### src/core/dpg_pkg.sv
// Package for the dual port GPIO block: register map, field positions, reset values.
// Assumes a 32-bit Avalon-MM slave with word addressing in bytes.
package dpg_pkg;
    localparam int NARROW_W = 6;
    localparam int WIDE_W = 8;
    localparam int ADDR_W = 5;
    // Byte offsets of the registers
    localparam logic [4:0] OFS_NARROW_DATA = 5'h00;
    localparam logic [4:0] OFS_NARROW_DIR = 5'h04;
    localparam logic [4:0] OFS_NARROW_PUE = 5'h08;
    localparam logic [4:0] OFS_WIDE_DATA = 5'h0C;
    localparam logic [4:0] OFS_WIDE_DIR = 5'h10;
    localparam logic [4:0] OFS_WIDE_PUE = 5'h14;
    // Field positions
    localparam int BIT_INPUT_ONLY = 2;
    localparam int BIT_CLKOUT_PIN = 4;
    localparam int BIT_WAKEUP = 6;
    localparam int BIT_CLKOUT_EN = 7;
    // Oscillator option codes
    localparam logic [1:0] OSC_INTERNAL = 2'h0;
    localparam logic [1:0] OSC_EXT_CLOCK = 2'h1;
    localparam logic [1:0] OSC_EXT_RC = 2'h2;
    localparam logic [1:0] OSC_CRYSTAL = 2'h3;
    localparam logic [7:0] DIR_RESET = 8'h00;
    localparam logic [7:0] PUE_RESET = 8'h00;
    localparam logic [31:0] UNMAPPED_READ = 32'h00000000;

    typedef struct packed {
        logic [ADDR_W-1:0] address;
        logic read;
        logic write;
        logic [31:0] writedata;
        logic [3:0] byteenable;
    } dpg_req_t;

    typedef struct packed {
        logic [7:0] dir;
        logic [7:0] pue;
        logic [7:0] latch;
    } dpg_port_cfg_t;
endpackage : dpg_pkg

### src/core/dpg_pin_slice.sv
// One GPIO pin: output enable, pullup gating and read-back select.
// Assumes pin input is already synchronised by the caller.
`timescale 1ns/10ps
`default_nettype none
module dpg_pin_slice #(
    parameter bit CAN_DRIVE = 1'b1
) (
    input wire logic dir,
    input wire logic pue,
    input wire logic latch,
    input wire logic pin_sync,
    output logic drive_oe_n,
    output logic pullup_on,
    output logic read_val
);
    wire logic driving;

    // Input-only pin never gets a driver
    assign driving = dir & CAN_DRIVE;
    assign drive_oe_n = ~driving;
    assign pullup_on = pue & ~dir;
    assign read_val = dir ? latch : pin_sync;
endmodule : dpg_pin_slice
`default_nettype wire

### src/core/dpg_gpio.sv
// Dual GPIO port (6-bit narrow, 8-bit wide) with pullups and clock-out option.
// Assumes an Avalon-MM master on CLK_SYS; pins come from pads and are synchronised here.
`timescale 1ns/10ps
`default_nettype none
module dpg_gpio #(
    parameter int NW = dpg_pkg::NARROW_W,
    parameter int WW = dpg_pkg::WIDE_W
) (
    input wire logic CLK_SYS,
    input wire logic RST,
    input wire logic [dpg_pkg::ADDR_W-1:0] AVS_ADDRESS,
    input wire logic AVS_READ,
    input wire logic AVS_WRITE,
    input wire logic [31:0] AVS_WRITEDATA,
    input wire logic [3:0] AVS_BYTEENABLE,
    output logic [31:0] AVS_READDATA,
    output logic AVS_WAITREQUEST,
    input wire logic [1:0] OSC_OPTION,
    input wire logic EXT_IRQ_ENABLE,
    input wire logic WAKEUP_REQUEST_LATCH,
    input wire logic QUADRUPLED_BUS_CLOCK,
    input wire logic [NW-1:0] NARROW_PIN_IN,
    output logic [NW-1:0] NARROW_PIN_OUT,
    output logic [NW-1:0] NARROW_PIN_OE_N,
    output logic [NW-1:0] NARROW_PULLUP,
    input wire logic [WW-1:0] WIDE_PIN_IN,
    output logic [WW-1:0] WIDE_PIN_OUT,
    output logic [WW-1:0] WIDE_PIN_OE_N,
    output logic [WW-1:0] WIDE_PULLUP,
    output logic CLOCK_OUTPUT_ACTIVE
);
    dpg_pkg::dpg_req_t req;
    logic [NW-1:0] narrow_meta;
    logic [NW-1:0] narrow_sync;
    logic [WW-1:0] wide_meta;
    logic [WW-1:0] wide_sync;
    logic wake_meta;
    logic wake_sync;
    logic irq_meta;
    logic irq_sync;
    logic answered;
    logic [NW-1:0] narrow_dir;
    logic [NW-1:0] narrow_pue;
    logic [NW-1:0] narrow_latch;
    logic clock_output_enable;
    logic [WW-1:0] wide_dir;
    logic [WW-1:0] wide_pue;
    logic [WW-1:0] wide_latch;
    logic [31:0] readdata;
    wire logic [NW-1:0] narrow_read_bits;
    wire logic [WW-1:0] wide_read_bits;
    wire logic [NW-1:0] narrow_oe_n_raw;
    wire logic [WW-1:0] wide_oe_n_raw;
    wire logic [NW-1:0] narrow_pull_raw;
    wire logic access;
    wire logic wr_lane0;
    wire logic wr_lane1;
    wire logic sel_ndata;
    wire logic sel_ndir;
    wire logic sel_npue;
    wire logic sel_wdata;
    wire logic sel_wdir;
    wire logic sel_wpue;
    wire logic osc_allows_clkout;
    wire logic clkout_active;
    wire logic [7:0] narrow_data_word;
    wire logic [31:0] next_readdata;

    assign req = '{address: AVS_ADDRESS, read: AVS_READ, write: AVS_WRITE,
                   writedata: AVS_WRITEDATA, byteenable: AVS_BYTEENABLE};

    // Two-stage synchronisers for pins and outside levels
    // Pads change at any time: only the second stage feeds logic
    always_ff @(posedge CLK_SYS) begin
        narrow_meta <= NARROW_PIN_IN;
        narrow_sync <= narrow_meta;
        wide_meta <= WIDE_PIN_IN;
        wide_sync <= wide_meta;
        wake_meta <= WAKEUP_REQUEST_LATCH;
        wake_sync <= wake_meta;
        irq_meta <= EXT_IRQ_ENABLE;
        irq_sync <= irq_meta;
    end

    // One wait cycle per access: answer on the second edge
    // Costs a cycle per access but read data come straight from a flop
    assign access = (req.read | req.write) & ~answered;
    assign AVS_WAITREQUEST = (req.read | req.write) & ~answered;

    always_ff @(posedge CLK_SYS) begin
        if (RST) begin
            answered <= 1'b0;
        end else begin
            answered <= access;
        end
    end

    // Write takes effect on the edge where waitrequest is low
    wire logic commit = req.write & answered;
    assign wr_lane0 = commit & req.byteenable[0];
    assign wr_lane1 = commit & req.byteenable[0];
    assign sel_ndata = req.address == dpg_pkg::OFS_NARROW_DATA;
    assign sel_ndir = req.address == dpg_pkg::OFS_NARROW_DIR;
    assign sel_npue = req.address == dpg_pkg::OFS_NARROW_PUE;
    assign sel_wdata = req.address == dpg_pkg::OFS_WIDE_DATA;
    assign sel_wdir = req.address == dpg_pkg::OFS_WIDE_DIR;
    assign sel_wpue = req.address == dpg_pkg::OFS_WIDE_PUE;

    // Latches have no reset: contents survive a system reset
    always_ff @(posedge CLK_SYS) begin
        if (wr_lane0 && sel_ndata) begin
            narrow_latch <= req.writedata[NW-1:0];
        end
        if (wr_lane1 && sel_wdata) begin
            wide_latch <= req.writedata[WW-1:0];
        end
    end

    always_ff @(posedge CLK_SYS) begin
        if (RST) begin
            narrow_dir <= dpg_pkg::DIR_RESET[NW-1:0];
            wide_dir <= dpg_pkg::DIR_RESET[WW-1:0];
            narrow_pue <= dpg_pkg::PUE_RESET[NW-1:0];
            wide_pue <= dpg_pkg::PUE_RESET[WW-1:0];
            clock_output_enable <= 1'b0;
        end else begin
            if (wr_lane0 && sel_ndir) begin
                narrow_dir <= req.writedata[NW-1:0];
            end
            if (wr_lane0 && sel_npue) begin
                narrow_pue <= req.writedata[NW-1:0];
                clock_output_enable <= req.writedata[dpg_pkg::BIT_CLKOUT_EN];
            end
            if (wr_lane0 && sel_wdir) begin
                wide_dir <= req.writedata[WW-1:0];
            end
            if (wr_lane0 && sel_wpue) begin
                wide_pue <= req.writedata[WW-1:0];
            end
        end
    end

    genvar gi;
    generate
        for (gi = 0; gi < NW; gi++) begin : g_narrow
            dpg_pin_slice #(.CAN_DRIVE(gi != dpg_pkg::BIT_INPUT_ONLY)) u_pin (
                .dir(narrow_dir[gi]),
                .pue(narrow_pue[gi]),
                .latch(narrow_latch[gi]),
                .pin_sync(narrow_sync[gi]),
                .drive_oe_n(narrow_oe_n_raw[gi]),
                .pullup_on(narrow_pull_raw[gi]),
                .read_val(narrow_read_bits[gi])
            );
        end
        for (gi = 0; gi < WW; gi++) begin : g_wide
            dpg_pin_slice #(.CAN_DRIVE(1'b1)) u_pin (
                .dir(wide_dir[gi]),
                .pue(wide_pue[gi]),
                .latch(wide_latch[gi]),
                .pin_sync(wide_sync[gi]),
                .drive_oe_n(wide_oe_n_raw[gi]),
                .pullup_on(WIDE_PULLUP[gi]),
                .read_val(wide_read_bits[gi])
            );
        end
    endgenerate

    // Clock-out only honoured for internal or RC oscillator
    assign osc_allows_clkout = (OSC_OPTION == dpg_pkg::OSC_INTERNAL)
                               || (OSC_OPTION == dpg_pkg::OSC_EXT_RC);
    assign clkout_active = clock_output_enable & osc_allows_clkout;
    assign CLOCK_OUTPUT_ACTIVE = clkout_active;

    always_comb begin
        NARROW_PIN_OUT = narrow_latch;
        NARROW_PIN_OE_N = narrow_oe_n_raw;
        NARROW_PULLUP = narrow_pull_raw;
        if (clkout_active) begin
            // Pin given over to the clock: driven, pullup off
            NARROW_PIN_OUT[dpg_pkg::BIT_CLKOUT_PIN] = QUADRUPLED_BUS_CLOCK;
            NARROW_PIN_OE_N[dpg_pkg::BIT_CLKOUT_PIN] = 1'b0;
            NARROW_PULLUP[dpg_pkg::BIT_CLKOUT_PIN] = 1'b0;
        end
    end
    assign WIDE_PIN_OUT = wide_latch;
    assign WIDE_PIN_OE_N = wide_oe_n_raw;

    // Narrow data word: bit 2 masked by interrupt, bit 6 from wakeup latch
    assign narrow_data_word = {1'b0, wake_sync,
                               narrow_read_bits[5:3],
                               narrow_read_bits[2] & ~irq_sync,
                               narrow_read_bits[1:0]};

    assign next_readdata =
        sel_ndata ? {24'h000000, narrow_data_word} :
        sel_ndir ? {26'h0000000, narrow_dir} :
        sel_npue ? {24'h000000, clock_output_enable, 1'b0, narrow_pue} :
        sel_wdata ? {24'h000000, wide_read_bits} :
        sel_wdir ? {24'h000000, wide_dir} :
        sel_wpue ? {24'h000000, wide_pue} :
        dpg_pkg::UNMAPPED_READ;

    always_ff @(posedge CLK_SYS) begin
        if (RST) begin
            readdata <= dpg_pkg::UNMAPPED_READ;
        end else if (access) begin
            readdata <= next_readdata;
        end
    end
    assign AVS_READDATA = readdata;
endmodule : dpg_gpio
`default_nettype wire

### config.mk
export PLATFORM = sky130hd
export DESIGN_NAME = dpg_gpio
export DESIGN_NICKNAME = d
export VERILOG_FILES = /design/src/core/dpg_pkg.sv /design/src/core/dpg_pin_slice.sv /design/src/core/dpg_gpio.sv
export SDC_FILE = /design/constraint.sdc
export NUM_CORES = 1
export LEC_CHECK = 0
export BUFFER_PORTS_ARGS = -buffer_cell sky130_fd_sc_hd__buf_4
export CAP_MARGIN = 10
export CORE_ASPECT_RATIO = 2
export CORE_MARGIN = 4
export CORE_UTILIZATION = 53
export DETAILED_ROUTE_END_ITERATION = 10
export PLACE_DENSITY_LB_ADDON = 0.1
export SLEW_MARGIN = 20
export SYNTH_ARGS = -nofsm -noshare
export SYNTH_HDL_FRONTEND = slang
export SYNTH_SLANG_ARGS = --single-unit
### constraint.sdc
create_clock -name CLK_SYS -period 4.5 [get_ports CLK_SYS]
set_input_delay 0.225 -clock CLK_SYS [delete_from_list [all_inputs] [get_ports CLK_SYS]]
set_output_delay 0.225 -clock CLK_SYS [all_outputs]
set_load 0.01 [all_outputs]
* Word level (Yosys, flattened, before mapping)
Index checks and enable logic that the tools add are counted.
** Word-level totals
- Register bits :: 108
- Latch bits :: 0
- RAM bits :: 0
- Bits in read-only memories :: 0
- Input port bits :: 64
- Output and inout port bits :: 76
- Memories :: 0
** Operators by class
- Add/subtract/negate cells :: 0
- Multiply operators :: 0
- Divide/modulo/power cells :: 0
- Magnitude comparators :: 0
- Equal/unequal tests :: 6
- Shift-type cells :: 0
- Multiplexer cells :: 23
- Bitwise logic cells :: 36
- Reductions and logical operators :: 9
** Operators with widths (number)
- $mux W8 :: 6
- $and A1 B1 Y1 :: 19
- $mux W1 :: 17
- $not A1 Y1 :: 16
- $eq A5 B4 Y1 const B :: 2
- $eq A5 B5 Y1 const B :: 2
- $logic_and A1 B1 Y1 :: 6
- $eq A5 B3 Y1 const B :: 1
- $logic_not A5 Y1 :: 1
- $eq A2 B2 Y1 const B :: 1
- $logic_not A2 Y1 :: 1
- $logic_or A1 B1 Y1 :: 1
- $or A1 B1 Y1 :: 1

* Logic depth before layout (Yosys ltp)
- Depth after elaboration :: 7
- Mapped depth :: 7
- Gate-level depth less buffers :: 5

* Hierarchy
A second synthesis with hierarchy kept.
** Unflattened totals
- Cell total of the unflattened synthesis :: 365
- Area, all modules :: 3772.4 µm²
** By module, submodules not included
- dpg_gpio :: instances 1, cells an instance 322, area each 3379.5 µm², sequential area each 1821.7 µm²
- dpg_pin_slice (g_narrow[0].u_pin ...) :: instances 13, cells an instance 3, area each 27.5 µm², sequential area each 0.0 µm²
- dpg_pin_slice (g_narrow[2].u_pin) :: instances 1, cells an instance 4, area each 35.0 µm², sequential area each 0.0 µm²

* Least setup slack after synthesis
Ideal clock, no wire load.
- Path kind :: input-to-reg
- Start point :: in AVS_ADDRESS[4] in the netlist's numbering
- End point :: reg wide_latch[0], in the netlist WIDE_PIN_OUT[0] (enable)
- Setup time :: 331 ps
- Data arrival time :: 1249 ps
- Required time :: 4169 ps
- Setup slack :: 2920 ps
- Cell stages on the path :: 4
- Path through :: buf_2 > nor3_1 > clkbuf_1 > and4_1
** Between the ends
- Word-level cells in the longest chain between the ends :: 2
** RTL lines
- start, declared :: line dpg_gpio.sv:11 : input wire logic [dpg_pkg::ADDR_W-1:0] AVS_ADDRESS,
- $eq A5 B4 Y1 :: line dpg_gpio.sv:105 : assign sel_wdata = req.address == dpg_pkg::OFS_WIDE_DATA;
- $logic_and A1 B1 Y1 :: line dpg_gpio.sv:114 : if (wr_lane1 && sel_wdata) begin
- end signal, assigned :: line dpg_gpio.sv:115 : wide_latch <= req.writedata[WW-1:0];
- end, declared :: line dpg_gpio.sv:48 : logic [WW-1:0] wide_latch;
Every way passes these cells.
A chain may end at the register's enable or synchronous reset.

* Worst setup path in the final report
- Start point :: reg answered
- End point :: out AVS_WAITREQUEST
** Between the ends
- Word-level cells in the longest chain between the ends :: 2
** RTL lines
- start, declared :: line dpg_gpio.sv:41 : logic answered;
- start signal, assigned :: line dpg_gpio.sv:94 : answered <= access;
- $not A1 Y1 :: line dpg_gpio.sv:88 : assign AVS_WAITREQUEST = (req.read | req.write) & ~answered;
- $and A1 B1 Y1 :: line dpg_gpio.sv:88
- end, declared :: line dpg_gpio.sv:17 : output logic AVS_WAITREQUEST,
Every way passes these cells.

==> summary.md <==
| Metric | Value |
|---|---|
| Netlist cell types | `49` |
| Clk root buf | `clkbuf_16` |
| Final Hold Violating Endpoints | `0` |
| Post-route ant nets | `0` |
| VDD IR max | `between 0.0003 and 0.0004 V` |
| Mux cell area share after synthesis | `0.102` |
| Type of the worst setup path | `flip-flop to output port` |
| Layout Skew | `0.00308 ns` |
| Vias per inst | `5.08` |
| Final Core Density | `0.651` |
| EDFF count, synth | `14` |
| Post-CTS Setup Inserts | `0` |
| RD Place Congestion | `0.880` |
| Worst reg2reg path startpoint | `answered` |
| Setup Viol. Count Final | `0` |
| Max_cap viols | `0` |
| CTS Hold Buffers Added | `16` |
| Gr usage total | `0.208` |
| DRC errors left | `0` |
| R2r setup slk | `between 2 and 3 ns` |
| Detail Placement HPWL | `6230 microns` |
| Vias in the first global route | `2596` |
| 1st-iter DRT viols | `136` |
| Post-cts sizing count | `0` |
| Critical Path Fanout Max | `14` |
| Post-Synth Adder-Cell Area | `0` |
| Critical Path AT | `1.56 ns` |
| Num ports | `140` |
| Max Slew Vio Count | `0` |
| Initial antenna violation count | `0` |
| Clock sink count | `84` |
| Syn avg cell area | `10.1 sq um` |
| Top FF cell, synth | `dfxtp_1` |
| Area delta synth->final | `19.9%` |
| Max frequency | `559 MHz` |
| Largest family of logic cells by synthesized area | `buffers and inverters` |
| Max clock buf depth | `2` |
| Layout net count | `between 400 and 500` |
| Yosys reg bits | `84` |
| Final min period | `~1.8 ns` |
| Clock buffer count from CTS | `9` |
| Via Count | `2664` |
| WL/cell | `around 16 microns` |
| Min-Delay Path Class | `primary input to flip-flop` |
| Largest net degree at the start of global routing | `38` |
| Max_slew headroom | `0.523` |
| Power density over the cells | `between 300 and 400 nW/um^2` |
| Number of port buffers | `86` |
| Reg2reg end | `AVS_READDATA[5]` |
| Compound-Gate Fraction of Synth Area | `0.0989` |
| Die X-Extent | `67.6 microns` |
| Routed wire length | `roughly 8500 microns` |
| Outcome | `completed` |
| CP required | `4.28 ns` |
| Core ar. | `6940 sq um` |
| Sum Neg Setup Slack | `0 ns` |
| Grt total ovfl | `0` |
| Period utilisation layout | `0.397` |
| Synth Warn # | `0` |
| First-pass GRT wire length | `13200 microns` |
| Row cnt | `43` |
| Pre-antenna DRT Iters | `4` |
| Startpoint Class | `flip-flop` |
| Worst Setup SP | `answered` |
| Total die area | `8610 sq um` |
| XOR/XNOR share of the synthesized area | `0` |
| H-tree depth | `3` |
| TritonCTS clock tree | `built` |
| Cell Area, Synth | `3770 sq um` |
| CTS clk-pin slew, worst paths | `~0.06 ns` |
| Ys async rst share | `0` |
| Sequential area share after synthesis | `0.483` |
| Worst r2r path cells | `5` |
| Hold wc startpoint | `AVS_WRITEDATA[6]` |
| Synth Area in Simple Gates | `0.153` |
| Share of cells above drive strength 1 | `0.258` |
| Worst Tran Pin Value | `0.710 ns` |
| Inserted Diodes | `0` |
| Clk_lat worst skew | `0.33 ns` |
| Pleak | `roughly 2 nW` |
| RSZ-0062 raised after global routing | `false` |
| Hold-critical path depth | `1` |
| Crit end category | `output port` |
| Starting Density | `0.543` |
| Post-synthesis cell count | `373` |
| Worst Setup EP | `AVS_WAITREQUEST` |
| Die Y | `127 microns` |
==> state kept, by name (all words and copies together), names as in the netlist, 8 cells and up <==
| signal | cells |
|---|---|
| wide_pue | 8 |
| WIDE_PIN_OUT | 8 |
| wide_sync | 8 |
| wide_meta | 8 |
| wide_dir | 8 |
| AVS_READDATA | 8 |
==> how the worst min path moves through the flow <==
stage                     slack [ns]               to
final                           0.09  WIDE_PIN_OUT[6]
after CTS                       0.08  WIDE_PIN_OUT[6]
after global placement          0.31   narrow_sync[5]
after floorplan                 0.25         irq_meta
after global routing            0.09  WIDE_PIN_OUT[6]
after detailed placement        0.31        wake_sync
==> layout make-up <==
| class | instances | area, sq um |
|---|---|---|
| Clock buffer | 12 | 246 |
| Clock inverter | 4 | 48.8 |
| Fill cell | 582 | 2420 |
| Inverter | 14 | 52.6 |
| Multi-Input combinational cell | 218 | 1430 |
| Sequential cell | 84 | 1820 |
| Tap cell | 90 | 113 |
| Timing Repair Buffer | 102 | 806 |
==> per-layer routing <==
metal	GRT usage	routed length [microns]
met1	0.243	3270
met2	0.354	4610
met3	0.0457	500
met4	0.0873	159
met5	0	0
==> placed cells by master, fill, tap and decap left out, types with 2 or more instances in the layout <==
cell | netlist | layout
o21ai_1 | 2 | 2
mux2_2 | 2 | 2
dfxtp_1 | 70 | 70
edfxtp_1 | 14 | 14
a311oi_1 | 5 | 5
clkinv_2 | 0 | 2
o21a_1 | 2 | 2
dlygate4sd3_1 | 0 | 16
nand2b_1 | 4 | 4
conb_1 | 2 | 25
a211o_1 | 2 | 2
a31oi_1 | 3 | 3
a32o_1 | 2 | 2
o211ai_1 | 6 | 6
nand4_1 | 4 | 4
and3_1 | 3 | 3
nand4_2 | 2 | 2
a21oi_1 | 8 | 8
a22oi_1 | 4 | 4
inv_1 | 14 | 14
nand2_1 | 9 | 9
and3b_1 | 3 | 3
nor3b_2 | 2 | 2
clkbuf_16 | 0 | 9
o21ai_0 | 2 | 2
o211a_1 | 4 | 4
mux2i_1 | 36 | 36
nor2b_1 | 15 | 15
o311ai_1 | 4 | 4
buf_4 | 63 | 86
nor2_1 | 52 | 52
clkbuf_1 | 6 | 2
==> cell usage after synthesis, types with 2 or more instances <==
cell type,instances,area [sq um]
dfxtp_1,70,1400
buf_4,63,473
nor2_1,52,195
mux2i_1,36,360
nor2b_1,15,93.8
edfxtp_1,14,420
inv_1,14,52.6
nand2_1,9,33.8
a21oi_1,8,40.0
buf_2,8,40.0
clkbuf_1,6,22.5
o211ai_1,6,45.0
a311oi_1,5,43.8
a22oi_1,4,30.0
nand2b_1,4,25.0
nand4_1,4,25.0
o211a_1,4,40.0
o311ai_1,4,35.0
a31oi_1,3,18.8
and3_1,3,18.8
and3b_1,3,26.3
a211o_1,2,17.5
a32o_1,2,20.0
buf_1,2,7.51
conb_1,2,7.51
mux2_2,2,22.5
nand4_2,2,25.0
nor3b_2,2,25.0
o21a_1,2,15.0
o21ai_0,2,10.0
o21ai_1,2,10.0
==> cells by family after synthesis <==
family                 Yosys count
muxes                           38
other                            2
and+or+nand+nor                106
buffers and inverters           94
AOI/OAI and AO/OA               49
DFF                             84
==> critical path: stages (launching register included) <==
cell	delay [ns]
dfxtp_1	0.33
o21bai_1	0.26
inv_1	0.39
buf_4	0.26
==> power breakdown <==
part           leakage (nW)  switching (mW)  internal (mW)
sequential            0.703         0.00617          0.783
clock                 0.147           0.278          0.444
combinational          1.18          0.0695         0.0519
total                  2.03           0.354           1.28
==> through the flow <==
step	instances	cell area [sq um]	hold WS [ns]	total power [mW]	setup slack (ns)
after floorplan	396	3860	0.253	0.882	2.92
after global placement	492	4060	0.311	0.912	2.18
after detailed placement	492	4060	0.312	0.914	2.17
after CTS	524	4520	0.0834	1.64	2.50
after global routing	524	4520	0.0873	1.69	2.57
final	524	4520	0.0883	1.63	2.71
(Power assumes the default switching activity.)
